===== config.mk =====
export PLATFORM = sky130hd
export DESIGN_NAME = ivm_mapper
export DESIGN_NICKNAME = d
export VERILOG_FILES = /design/src/core/ivm_pkg.sv /design/src/core/ivm_mapper.sv /design/src/core/ivm_vec_addr.sv
export VERILOG_INCLUDE_DIRS = /design/src /design/src/core
export SDC_FILE = /design/constraint.sdc
export NUM_CORES = 1
export LEC_CHECK = 0
export BUFFER_PORTS_ARGS = -buffer_cell sky130_fd_sc_hd__buf_4
export CAP_MARGIN = 40
export CORE_ASPECT_RATIO = 1.75
export CORE_MARGIN = 5
export CORE_UTILIZATION = 55
export CTS_BUF_LIST = sky130_fd_sc_hd__clkbuf_8
export CTS_CLUSTER_SIZE = 28
export DETAILED_ROUTE_END_ITERATION = 6
export PLACE_DENSITY = 0.77
export SLEW_MARGIN = 20
export SYNTH_ARGS = -nofsm -noshare
export SYNTH_HDL_FRONTEND = slang
export SYNTH_SLANG_ARGS = --single-unit
export TNS_END_PERCENT = 1

===== constraint.sdc =====
create_clock -name core_clk -period 67 [get_ports core_clk]
set_clock_uncertainty 0.2 [all_clocks]
set_input_delay 20.1 -clock core_clk [delete_from_list [all_inputs] [get_ports core_clk]]
set_output_delay 20.1 -clock core_clk [all_outputs]
set_load 0.05 [all_outputs]

===== src/core/ivm_regs.svh =====
// Purpose: constants for the interrupt vector mapper
// Assumes: included by bare name from core files
// Notes:   vector numbers, offsets and reset values of the vector table
`ifndef IVM_REGS_SVH
`define IVM_REGS_SVH

`define IVM_TABLE_BASE_RESET 32'h000FFC00
`define IVM_VEC_OFS_TOP    10'h3FC
`define IVM_VEC_AREA_BYTES 11'h400
`define IVM_VEC_RESET      8'h00
`define IVM_VEC_UNDEF      8'h0E
`define IVM_VEC_NMI        8'h0F
`define IVM_LVL_NMI        5'h0F
`define IVM_VEC_MASK_FIRST 8'h10
`define IVM_VEC_MASK_LAST  8'h3F
`define IVM_VEC_OS0        8'h40
`define IVM_VEC_OS1        8'h41
`define IVM_VEC_TRAP_FIRST 8'h42
`define IVM_NUM_LVL        48
`define IVM_LVL_RESET      5'h1F
`define IVM_LVL_NONE       5'h1F
`define IVM_IDX_UART_RX0   4
`define IVM_IDX_UART_TX0   7
`define IVM_IDX_FRT        45
`define IVM_IDX_DLY        47

`endif


===== src/core/ivm_pkg.sv =====
// Purpose: shared types for the interrupt vector mapper
// Assumes: nothing
// Notes:   states of the request presentation machine
package ivm_pkg;
    typedef enum logic [2:0] {
        IVM_IDLE = 3'b001,
        IVM_PEND = 3'b010,
        IVM_ACK  = 3'b100
    } ivm_state_type;
    typedef logic [4:0] ivm_level_type;
    typedef logic [7:0] ivm_vector_type;
endpackage


===== src/core/ivm_mapper.sv =====
// Purpose: maps exception and interrupt sources to vector numbers and addresses
// Assumes: request lines are levels synchronous to core_clk; cpu pulses ack
// Notes:   level registers are written over a plain port, not a software bus
//          level value 31 parks a request; every level leaves reset parked
//          vector, level and address are held from the pick until the cpu acks
`timescale 1ns/100ps
`include "ivm_regs.svh"
module ivm_mapper (
    input  wire logic                   core_clk,
    input  wire logic                   arst_n,
    input  wire logic [3:0]             ext_irq,
    input  wire logic [1:0]             ext_irq_hi,
    input  wire logic [2:0]             uart_rx_done,
    input  wire logic [2:0]             uart_tx_done,
    input  wire logic [7:0]             dma_irq,
    input  wire logic                   adc_irq,
    input  wire logic [2:0]             reload_irq,
    input  wire logic [2:0]             utimer_irq,
    input  wire logic                   flash_irq,
    input  wire logic [3:0]             ppg_irq,
    input  wire logic [3:0]             icu_irq,
    input  wire logic [3:0]             ocu_irq,
    input  wire logic                   frt_irq,
    input  wire logic                   delay_irq,
    input  wire logic                   nmi_req,
    input  wire logic                   undef_exc,
    input  wire logic                   reset_exc,
    input  wire logic                   trap_req,
    input  wire ivm_pkg::ivm_vector_type trap_vct,
    input  wire logic                   table_base_we,
    input  wire logic [31:0]            table_base_wdata,
    input  wire logic                   lvl_we,
    input  wire logic [5:0]             lvl_idx,
    input  wire ivm_pkg::ivm_level_type lvl_wdata,
    input  wire logic                   cpu_ack,
    output logic                        irq_valid,
    output ivm_pkg::ivm_vector_type     irq_vct,
    output ivm_pkg::ivm_level_type      irq_level,
    output logic [31:0]                 irq_vctadr,
    output logic [31:0]                 table_base_out
);
    import ivm_pkg::*;

    // a level of 31 parks the request; kept in one place so gate and picker agree
    function automatic logic lvl_enabled(input ivm_level_type lv);
        return lv != `IVM_LVL_NONE;
    endfunction

    logic [31:0]      table_base_q;
    ivm_level_type    lvl_q [`IVM_NUM_LVL];
    ivm_state_type    state_q, state_d;
    logic             valid_q;
    ivm_vector_type   vct_q;
    ivm_level_type    level_q;
    logic [31:0]      adr_q;
    wire  [47:0]      req;
    wire  [47:0]      live;
    wire  [47:0]      lvl_hit;
    wire  [31:0]      sel_adr;
    ivm_vector_type   sel_vct;
    ivm_level_type    sel_lvl;
    logic             sel_any;

    // source map by level index (vector = index + 16):
    //   0..3   external lines 0..3
    //   4..6   uart receive complete 0..2
    //   7..9   uart transmit complete 0..2
    //   10..17 dma channels 0..7
    //   18     converter done
    //   19..21 reload timers 0..2
    //   22..23 external lines 4..5
    //   24..25 held for system use, tied low
    //   26..28 baud timers 0..2
    //   29     flash
    //   30..31 held for system use, tied low
    //   32..35 pulse generators 0..3
    //   36..39 capture units 0..3
    //   40..43 compare units 0..3
    //   44     held, tied low
    //   45     free-running timer
    //   46     held, tied low
    //   47     delayed cause bit
    // an unused slot still owns a level register, so the map stays regular
    // request lines by level index; vector is index plus 16
    assign req = {delay_irq, 1'b0, frt_irq, 1'b0,            // 47..44
                  ocu_irq, icu_irq, ppg_irq,                 // 43..32
                  2'b00, flash_irq, utimer_irq, 2'b00,       // 31..24
                  ext_irq_hi, reload_irq, adc_irq, dma_irq,  // 23..10
                  uart_tx_done, uart_rx_done, ext_irq};      // 9..0

    // level 31 means disabled, so such a request never reaches the cpu
    genvar gi;
    generate
        for (gi = 0; gi < `IVM_NUM_LVL; gi++) begin : g_live
            assign live[gi] = req[gi] && lvl_enabled(lvl_q[gi]);
        end
    endgenerate

    // one-hot write select, so each level flop sees a plain enable
    generate
        for (gi = 0; gi < `IVM_NUM_LVL; gi++) begin : g_hit
            assign lvl_hit[gi] = lvl_we && (lvl_idx == 6'(gi));
        end
    endgenerate

    // priority, highest first:
    //   reset, undefined instruction, nmi at its fixed level,
    //   maskable requests by lowest level value, ties to the lowest vector,
    //   software trap with a vector of 66 or more
    // vectors 64 and 65 are refused as traps; they stay with kernel code
    // selection: exceptions first, then nmi, then lowest level value wins
    always_comb begin
        sel_any = 1'b1;
        sel_vct = `IVM_VEC_RESET;
        sel_lvl = `IVM_LVL_NMI;
        if (reset_exc) begin
            sel_vct = `IVM_VEC_RESET;
        end else if (undef_exc) begin
            sel_vct = `IVM_VEC_UNDEF;
        end else if (nmi_req) begin
            sel_vct = `IVM_VEC_NMI;
            sel_lvl = `IVM_LVL_NMI;
        end else if (|live) begin
            sel_lvl = `IVM_LVL_NONE;
            for (int i = `IVM_NUM_LVL - 1; i >= 0; i--) begin
                if (live[i] && lvl_q[i] <= sel_lvl) begin
                    sel_lvl = lvl_q[i];
                    sel_vct = `IVM_VEC_MASK_FIRST + 8'(i);
                end
            end
        end else if (trap_req && trap_vct >= `IVM_VEC_TRAP_FIRST) begin
            sel_vct = trap_vct;
            sel_lvl = `IVM_LVL_NONE;
        end else begin
            sel_any = 1'b0;
        end
    end

    ivm_vec_addr u_addr (
        .table_base (table_base_q),
        .vct    (sel_vct),
        .vctadr (sel_adr)
    );

    // handshake timing: the pick is taken at an idle edge, valid rises at that same
    // edge, the edge that sees ack drops it, and one idle cycle follows so a
    // source still high just after ack is not taken twice
    // limitation: sources are levels and must drop within that idle cycle
    // state: idle, presenting, one fixed cycle after ack for the request to drop
    always_comb begin
        case (state_q)
            IVM_IDLE: state_d = sel_any ? IVM_PEND : IVM_IDLE;
            IVM_PEND: state_d = cpu_ack ? IVM_ACK : IVM_PEND;
            IVM_ACK:  state_d = IVM_IDLE;
            default:  state_d = IVM_IDLE;
        endcase
    end

    // table base; low two bits kept zero so entries stay word aligned
    always_ff @(posedge core_clk or negedge arst_n) begin
        if (!arst_n) begin
            table_base_q <= `IVM_TABLE_BASE_RESET;
        end else if (table_base_we) begin
            table_base_q <= {table_base_wdata[31:2], 2'b00};
        end
    end

    // level registers, one per maskable request
    generate
        for (gi = 0; gi < `IVM_NUM_LVL; gi++) begin : g_lvl
            always_ff @(posedge core_clk or negedge arst_n) begin
                if (!arst_n) begin
                    lvl_q[gi] <= `IVM_LVL_RESET;
                end else if (lvl_hit[gi]) begin
                    lvl_q[gi] <= lvl_wdata;
                end
            end
        end
    endgenerate

    // presented vector is frozen while pending so the cpu sees one stable fetch
    always_ff @(posedge core_clk or negedge arst_n) begin
        if (!arst_n) begin
            state_q <= IVM_IDLE;
            valid_q <= 1'b0;
            vct_q   <= `IVM_VEC_RESET;
            level_q <= `IVM_LVL_NONE;
            adr_q   <= `IVM_TABLE_BASE_RESET;
        end else begin
            state_q <= state_d;
            valid_q <= (state_d == IVM_PEND);
            if (state_q == IVM_IDLE && sel_any) begin
                vct_q   <= sel_vct;
                level_q <= sel_lvl;
                adr_q   <= sel_adr;
            end
        end
    end

    assign irq_valid  = valid_q;
    assign irq_vct    = vct_q;
    assign irq_level  = level_q;
    // outputs come straight from flops; the address is captured with the vector
    // so a later table base write cannot tear a fetch already presented
    assign irq_vctadr = adr_q;
    assign table_base_out = table_base_q;
endmodule


===== src/core/ivm_vec_addr.sv =====
// Purpose: forms the vector fetch address from table base and vector number
// Assumes: table base is word aligned
// Notes:   purely combinational, used by the mapper top
`timescale 1ns/100ps
`include "ivm_regs.svh"
module ivm_vec_addr (
    input  wire logic [31:0]              table_base,
    input  wire ivm_pkg::ivm_vector_type  vct,
    output logic      [31:0]              vctadr
);
    import ivm_pkg::*;
    wire [9:0]  vct_ofs;
    wire [31:0] sum;

    // offset counts down from the top entry; 8-bit vector keeps it inside 1 KB
    assign vct_ofs = `IVM_VEC_OFS_TOP - {vct, 2'b00};
    assign sum     = table_base + {22'h000000, vct_ofs};
    assign vctadr  = sum;
endmodule


### Word-level counts from Yosys, hierarchy flattened

Index checks and enable logic that the tools add are counted.

* input bits: 102
* output and inout bits: 78
* bits in registers: 289
* bits in latches: 0
* memories: 0
* memory bits (writable): 0
* logic and storage cells: 575
* ROM bits: 0

* equal/unequal tests: 86
* add/subtract/negate cells: 2
* divide/modulo/power cells: 0
* order comparisons: 43
* bitwise operators: 0
* reductions and logical operators: 130
* multiply operators: 0
* shift operators: 0
* multiplexer cells: 266

Operator list (number)
* 2-to-1 mux 5 bit: 211
* 2-to-1 mux 8 bit: 46
* != test 5 bit, second input constant: 42
* <= comparator 5 bit: 41
* logical AND 1 bit: 128
* equality test 6 bit, second input constant: 14
* equality test 6 x 5 -> 1 bit, second input constant: 12
* equality test 6 x 4 -> 1 bit, second input constant: 8
* OR reduction 42 bit: 1
* adder 32 x 10 -> 32 bit: 1
* equality test 6 x 3 -> 1 bit, second input constant: 4
* equality test 6 x 2 -> 1 bit, second input constant: 2
* subtractor 10 bit, first input constant: 1
* >= comparator 8 x 7 -> 1 bit, second input constant: 1
* equality test 3 x 2 -> 1 bit, second input constant: 2
* equality test 6 x 1 -> 1 bit, second input constant: 1
* zero test 6 bit: 1
* 2-to-1 mux 6 bit: 1
* case mux 3 bit (2 select lines): 1
* <= comparator 5 bit, second input constant: 1
* 2-to-1 mux 1 bit: 5
* equality test 3 x 1 -> 1 bit, second input constant: 1
* 2-to-1 mux 3 bit: 1
* 2-to-1 mux 2 bit: 1

### Logic depth before layout (Yosys ltp)

Gate-level depths: netlist of the first run.

* depth in word-level cells: 297
* depth in mapped cells: 402

### Modules after synthesis

A second synthesis of the first run with hierarchy kept.

* cells, all modules: 2517
* area, all modules: 23073.4 um^2

By module, submodules not included
* ivm_mapper: seq. area each 7527.2 um^2, times used 1, area an instance 22236.3 um^2, cells an instance 2405
* ivm_vec_addr: seq. area each 0.0 um^2, times used 1, area an instance 837.1 um^2, cells an instance 112

### Least setup slack after synthesis of the first run

OpenSTA, ideal clock, no wires.

* path kind: in2reg
* start: input delay_irq
* end: register adr_q[31] (netlist: irq_vctadr[31])
* arrival: 90242 ps
* required time: 66665 ps
* path slack: -23577 ps
* cell stages on the path: 371
* path through: nor2b_1 -> ha_1 -> and3_1 -> o21a_2 -> a21oi_1 -> o21ai_0 -> clkbuf_1 -> nor2_1 -> a21oi_1 -> inv_1 -> ha_1 -> nand3_2 -> or3b_4 -> or2_4 -> o22ai_1 -> or3_1 -> o211ai_1 -> mux2_2 -> [335 not listed] -> or2_2 -> clkbuf_1 -> nand3_1 -> a21o_1 -> a41o_1 -> ha_1 -> a21o_1 -> a21o_1 -> a21o_1 -> a21oi_1 -> o21bai_1 -> a21oi_1 -> nor2b_1 -> o21ai_1 -> nor3_1 -> nand3_1 -> xor2_1 -> o21ai_0

* cells in the longest elaborated chain, start to end: 296

RTL lines
* start, declared: line ivm_mapper.sv:24 `input wire logic delay_irq,`
* logical AND 1 bit *: line ivm_mapper.sv:95 `assign live[gi] = req[gi] && lvl_enabled(lvl_q[gi]);`
* logical AND 1 bit: line ivm_mapper.sv:126 `if (live[i] && lvl_q[i] <= sel_lvl) begin`
* 2-to-1 mux 5 bit: line ivm_mapper.sv:126
* 2-to-1 mux 5 bit: line ivm_mapper.sv:123 `end else if (|live) begin`
* 2-to-1 mux 5 bit: line ivm_mapper.sv:120 `end else if (nmi_req) begin`
* 2-to-1 mux 5 bit: line ivm_mapper.sv:118 `end else if (undef_exc) begin`
* 2-to-1 mux 5 bit: line ivm_mapper.sv:116 `if (reset_exc) begin`
* <= comparator 5 bit: line ivm_mapper.sv:126
* [280 not listed]
* logical AND 1 bit: line ivm_mapper.sv:126
* 2-to-1 mux 8 bit: line ivm_mapper.sv:126
* 2-to-1 mux 8 bit: line ivm_mapper.sv:123
* 2-to-1 mux 8 bit: line ivm_mapper.sv:120
* 2-to-1 mux 8 bit: line ivm_mapper.sv:118
* 2-to-1 mux 8 bit: line ivm_mapper.sv:116
* subtractor 10 bit (no source line)
* adder 32 x 10 -> 32 bit: line ivm_vec_addr.sv:17 `assign sum = table_base + {22'h000000, vct_ofs};`
* end signal, assigned: line ivm_mapper.sv:188 `` adr_q <= `IVM_TABLE_BASE_RESET; ``
* end signal, assigned: line ivm_mapper.sv:195 `adr_q <= sel_adr;`
* end, declared: line ivm_mapper.sv:55 `logic [31:0] adr_q;`

Mark *: on every way between the ends. The rest lies on a longest branch, timed or not. The select of a mux whose other input is x is not followed.
A chain may end at the register's enable or synchronous reset.

### Final worst setup path of the first run

Same ends and word-level chain as after synthesis.

==> results.txt, run 1 <==
WL/cell -> 21.2 microns
failing checks -> setup timing
pin count of the biggest net entering global routing -> 131
Post-Synthesis Cell Area -> 23100 sq um
Finish-stage setup viols -> 41
final non-filler cell total -> 3952
root buf cell -> clkbuf_8
critical path launch point type -> input port
Tmin final -> 88.60 ns
hold-critical path endpoint -> irq_vct[7]
placed instance area -> 29800 sq um
GRT Overall Usage -> 34.7%
Max Slew Vio Count -> 0
Worst-path clk slew -> 0.07 ns
die area -> 46400 sq um
CTS H-tree depth -> 2
status -> finished, violations left
R2R Path Start -> lvl_q[3]
crit end category -> flop
Max clock buf depth -> 3
fraction of registers with async set/reset -> 100%
Synth top area share -> 26.8%
DR pass1 iterations -> 6
setup TNS -> -851.69 ns
GR Overflow Total -> 0
Min Hold Slack -> 0.284 ns
clk_lat worst skew -> 0.62 ns
TritonCTS Buffers -> 45
Relative slew margins -> 34.2%
slowest cell delay on critical path -> 0.46 ns
ys flop type -> dfstp_2
first-pass GRT wire length -> 130000 microns
Worst Path Required -> 67.27 ns
Top Family by Delay on Critical Path -> compound AO/OA/AOI/OAI gates
CTS Hold Buffers Added -> 0
DP HPWL -> 59500 microns
GP Congestion -> 0.963
final cell area excluding filler cells -> 32800 sq um
Avg Inst Size Synth -> 9.10 sq um
final hold vios -> 0
cell count after synthesis -> 2541
Ys Warns -> 0
vias in the first global route -> 25.9k
# clock sinks -> 287
CTS tree -> done
number of routed nets with antenna violations -> 0
Core Rows -> 99
Synth cell types -> 121
register area share after synthesis -> 32.3%
r2r setup slk -> -2.44 ns
Placed Cells -> 3743
via count -> 24.3k
HP Class -> reg -> reg
NumNets Final -> 3636
I/O Buffers -> 173
proportion of layout cells with a drive suffix above 1 -> 51.9%
Worst Path Class, Setup -> in -> reg
die width -> 165 microns
Worst Path Arrival -> 88.87 ns
Area growth syn-to-layout -> 41.8%
f_max -> 11.3 MHz
worst r2r dst -> irq_vctadr[31]
worst path buffer plus inverter count -> 47
Yosys top cell by area -> dfstp_2
die height -> 281 microns
Worst Setup Slack, final -> -21.60 ns
max-cap violation count -> 0
IO Count -> 180
Reg2Reg Depth -> 377
top cells by area, synth -> dfstp_2 (27%), mux2_2 (11%), ha_1 (9.3%)
starting density of the core -> 55.6%
hold_sp -> irq_vct[7]
Core ar. -> 41600 sq um
1st-iter DRT viols -> 1349
Final Routed Wirelength -> 83800 microns
CP Max Fanout -> 8
slowest CP cell -> or4_4
most used cell, CP -> a21o_1
vias per std cell -> 6.16
Final Cycle Share -> 132%
EDFF count, synth -> 0
residual DRC count -> 0
worst-margin pin slew -> 0.987 ns
WHS Path Cells -> 2
initial antenna violation count -> 1
RSZ-0062 raised after global routing -> true
register bit total from synthesis -> 287
==> worst reg2reg max path: cells and delay by family (launching register included) <==
kind                       cells  cell delay (ns)
AOI/OAI and AO/OA            160            26.89
and+or+nand+nor               95            15.44
adders and majority gates     41            10.92
muxes                         34             9.44
buffers and inverters         46             5.72
DFF                            1             0.55
xor gates and xnor gates       1             0.15
==> registers in the layout, summed over array words and instances, names as in the netlist <==
name            flops
irq_level           5
irq_valid           1
irq_vct             8
irq_vctadr         30
lvl_q             210
state_q             3
table_base_out     30
==> worst max-delay path by stage <==
| stage | startpoint | to | slack (ns) | cells after the start |
|---|---|---|---|---|
| detailed placement | delay_irq | irq_vctadr[24] | -23.02 | 374 |
| floorplan | delay_irq | irq_vctadr[31] | -18.39 | 377 |
| CTS | delay_irq | irq_vctadr[28] | -19.76 | 375 |
| global placement | delay_irq | irq_vctadr[28] | -20.62 | 367 |
| global route | delay_irq | irq_vctadr[28] | -25.05 | 392 |
| finish | delay_irq | irq_vctadr[31] | -21.60 | 378 |
==> per-layer routing <==
| metal | GRT usage, % | vias up | part of all wire (%) | routed length (microns) |
|---|---|---|---|---|
| li1 | - | 11000 | - | - |
| met1 | 34.4 | 11800 | 33 | 27900 |
| met2 | 63.2 | 1074 | 52 | 43400 |
| met3 | 6.05 | 505 | 5.9 | 4960 |
| met4 | 25.8 | 0 | 9.0 | 7500 |
| met5 | 0 | - | 0 | 0 |
==> repair_timing <==
item	in CTS	in global routing
setup endpoints to repair	41	41
gates cloned	0	0
resized for setup	143	88
buffers inserted	94	29
pin swaps	116	98
==> cells in the final DEF (no fill, tap or decap), drive strengths merged, types with 31 or more instances in the layout <==
cell and count:
a21o 73, a21oi 123, and3 57, buf 835
clkbuf 60, dfrtp 51, dfstp 236, ha 172
inv 174, mux2 258, mux2i 47, nand2 253
nand3 86, nand4 50, nor2 170, nor3 38
o21a 31, o21ai 215, or2 32
==> metrics by stage <==
| stage | worst slack [ns] | util [%] |
|---|---|---|
| 3_5_place_dp | -23.02 | 71.5 |
| 3_3_place_gp | -20.62 | 71.4 |
| 4_1_cts | -19.76 | 77.2 |
| 2_1_floorplan | -18.39 | - |
| 5_1_grt | -25.05 | 78.8 |
| 6_report | -21.60 | 78.8 |
==> cells in the mapped netlist (26+ instances only) <==
| master | count |
|---|---|
| nor2_1 | 168 |
| and3_1 | 56 |
| nor3_1 | 36 |
| nand4_1 | 50 |
| dfrtp_1 | 51 |
| ha_1 | 172 |
| clkbuf_1 | 50 |
| nand3_1 | 85 |
| nand2_1 | 252 |
| mux2_4 | 26 |
| a21o_1 | 72 |
| inv_1 | 161 |
| o21ai_0 | 193 |
| mux2_2 | 231 |
| mux2i_1 | 45 |
| a21oi_1 | 118 |
| a31oi_1 | 28 |
| o21a_1 | 29 |
| dfstp_2 | 236 |
==> cell families (layout without fill, tap and decap cells) <==
logic type                 Yosys count  after routing  synth area share, %
adders and majority gates          178            178                 9.61
buffers and inverters              228           1080                 3.85
DFF                                287            287                 32.3
other                                1              5               0.0162
xor gates and xnor gates            29             29                 1.10
muxes                              305            305                 15.1
and+or+nand+nor                    839            839                 18.3
AOI/OAI and AO/OA                  674            674                 19.7
==> area by class of cell <==
cell class                      instances  area [sq um]
Fill cell                            2626          8820
Clock buffer                           58           798
Antenna cell                            1          2.50
Inverter                              161           604
Timing Repair Buffer                  837          6360
Multi-Input combinational cell       2029         16700
Sequential cell                       287          7480
Clock inverter                         24           181
Tap cell                              555           694
Power of run 1 is not shown: default switching activity piles up to over one toggle a cycle in this logic, so the estimate is an artifact.
==> run 2: changes to the inputs <==
- PLACE_DENSITY: 0.77 -> 0.74
- clock period: 67 -> 101.2 ns (I/O delays scaled with it)
==> results.txt, run 2 (synthesis gave the netlist of run 1 again) <==
status -> finished, final reports clean
worst r2r dst -> irq_vctadr[31]
Fill cells -> 2796
slowest cell delay on critical path -> 0.56 ns
# clock sinks -> 287
crit end category -> flop
clk_lat worst skew -> 0.63 ns
Reg2Reg Depth -> 388
worst-margin pin slew -> 1.07 ns
Tmin final -> 99.46 ns
initial antenna violation count -> 1
Final Routed Wirelength -> 80500 microns
Finish-stage setup viols -> 0
Worst Path Arrival -> 99.72 ns
R2R Path Start -> lvl_q[2]
I/O Buffers -> 173
number of routed nets with antenna violations -> 0
WL/cell -> 21.4 microns
CTS H-tree depth -> 2
vias in the first global route -> 23.7k
r2r setup slk -> 31.11 ns
Max clock buf depth -> 3
first-pass GRT wire length -> 118000 microns
IO Count -> 180
TritonCTS Buffers -> 44
Area growth syn-to-layout -> 37.5%
1st-iter DRT viols -> 1448
Core ar. -> 41600 sq um
die area -> 46400 sq um
slowest CP cell -> or4_4
proportion of layout cells with a drive suffix above 1 -> 50.3%
Worst Path Class, Setup -> in -> reg
GP Congestion -> 0.949
most common cell after layout, fill and taps aside -> buf_4
CTS tree -> done
CP Capture Point -> irq_vctadr[31]
residual DRC count -> 0
die height -> 281 microns
Max Slew Vio Count -> 0
max-cap violation count -> 0
most used cell, CP -> a21o_1
Placed Cells -> 3553
NumNets Final -> 3436
final cell area excluding filler cells -> 31800 sq um
Largest register FFs -> 210
pin count of the biggest net entering global routing -> 92
DR pass1 iterations -> 7
Core Rows -> 99
GRT Overall Usage -> 31.5%
die width -> 165 microns
placed instance area -> 27500 sq um
DP HPWL -> 56900 microns
critical path startpoint -> delay_irq
most frequent cells in the layout -> buf_4 (617), nand2_1 (242), dfstp_2 (236)
Final Cycle Share -> 98.3%
starting density of the core -> 55.6%
WHS Path Cells -> 2
HP Class -> reg -> reg
Relative slew margins -> 28.1%
Worst Path Required -> 101.46 ns
Most flops, register -> lvl_q
final non-filler cell total -> 3751
CP Max Fanout -> 8
setup TNS -> 0 ns
Min Hold Slack -> 0.279 ns
via count -> 23.5k
root buf cell -> clkbuf_8
vias per std cell -> 6.28
final hold vios -> 0
GR Overflow Total -> 0
f_max -> 10.1 MHz
critical path launch point type -> input port
Worst-path clk slew -> 0.07 ns
run 2: cell types whose count changed in the layout (fill, tap and decap cells not counted), sizes merged:
| cell | delta |
|---|---|
| buf | -197 |
| inv | -6 |
| clkbuf | -3 |
| bufinv | +2 |
| clkinvlp | +2 |
| clkinv | +1 |
run 2: stage by stage:
step	setup WS, ns	utilization [%]
floorplan	0.363	-
finish	1.74	76.4
detailed placement	-3.55	66.1
global route	-1.26	76.4
global placement	-1.50	66.0
CTS	0.00877	69.6
run 2: critical path: cells and delay by family:
kind	cells	cell delay, ns
AOI/OAI and AO/OA	166	26.79
xor gates and xnor gates	1	0.16
adders and majority gates	43	11.51
buffers and inverters	47	6.54
muxes	31	8.24
and+or+nand+nor	101	15.95
run 2: repair_timing:
item / 4_1_cts / 5_1_grt
endpoints found under the setup margin: 41 / 41
pin swaps: 15 / 190
buffers inserted: 17 / 100
resized for setup: 79 / 401
hold buffers: 0 / 0
run 2: layout make-up:
cell class	instances	area, sq um	area share (%)
antenna	1	2.50	0.00787
sequential	287	7480	23.5
clock buffer	57	785	2.47
multi-input combinational	2029	17100	53.8
inverter	161	604	1.90
timing repair buffer	638	4900	15.4
clock inverter	23	229	0.720
tap	555	694	2.18
run 2: routing by layer:
metal	vias up	wire length (microns)	GRT usage, %
li1	10600	-	-
met1	11500	27500	31.6
met2	1038	42100	59.1
met3	403	4590	5.27
met4	0	6250	19.4
met5	-	0	0
run 2: worst min path at each step:
stage	start	endpoint	slack, ns
final	irq_vctadr[18]	irq_vctadr[18]	0.28
after CTS	irq_vctadr[18]	irq_vctadr[18]	0.29
after global routing	irq_vctadr[10]	irq_vctadr[10]	0.30
after global placement	irq_vctadr[10]	irq_vctadr[10]	0.26
after detailed placement	irq_vctadr[21]	irq_vctadr[21]	0.27
after floorplan	lvl_q[164]	lvl_q[164]	0.28
Power of run 2 is left out for the same reason.
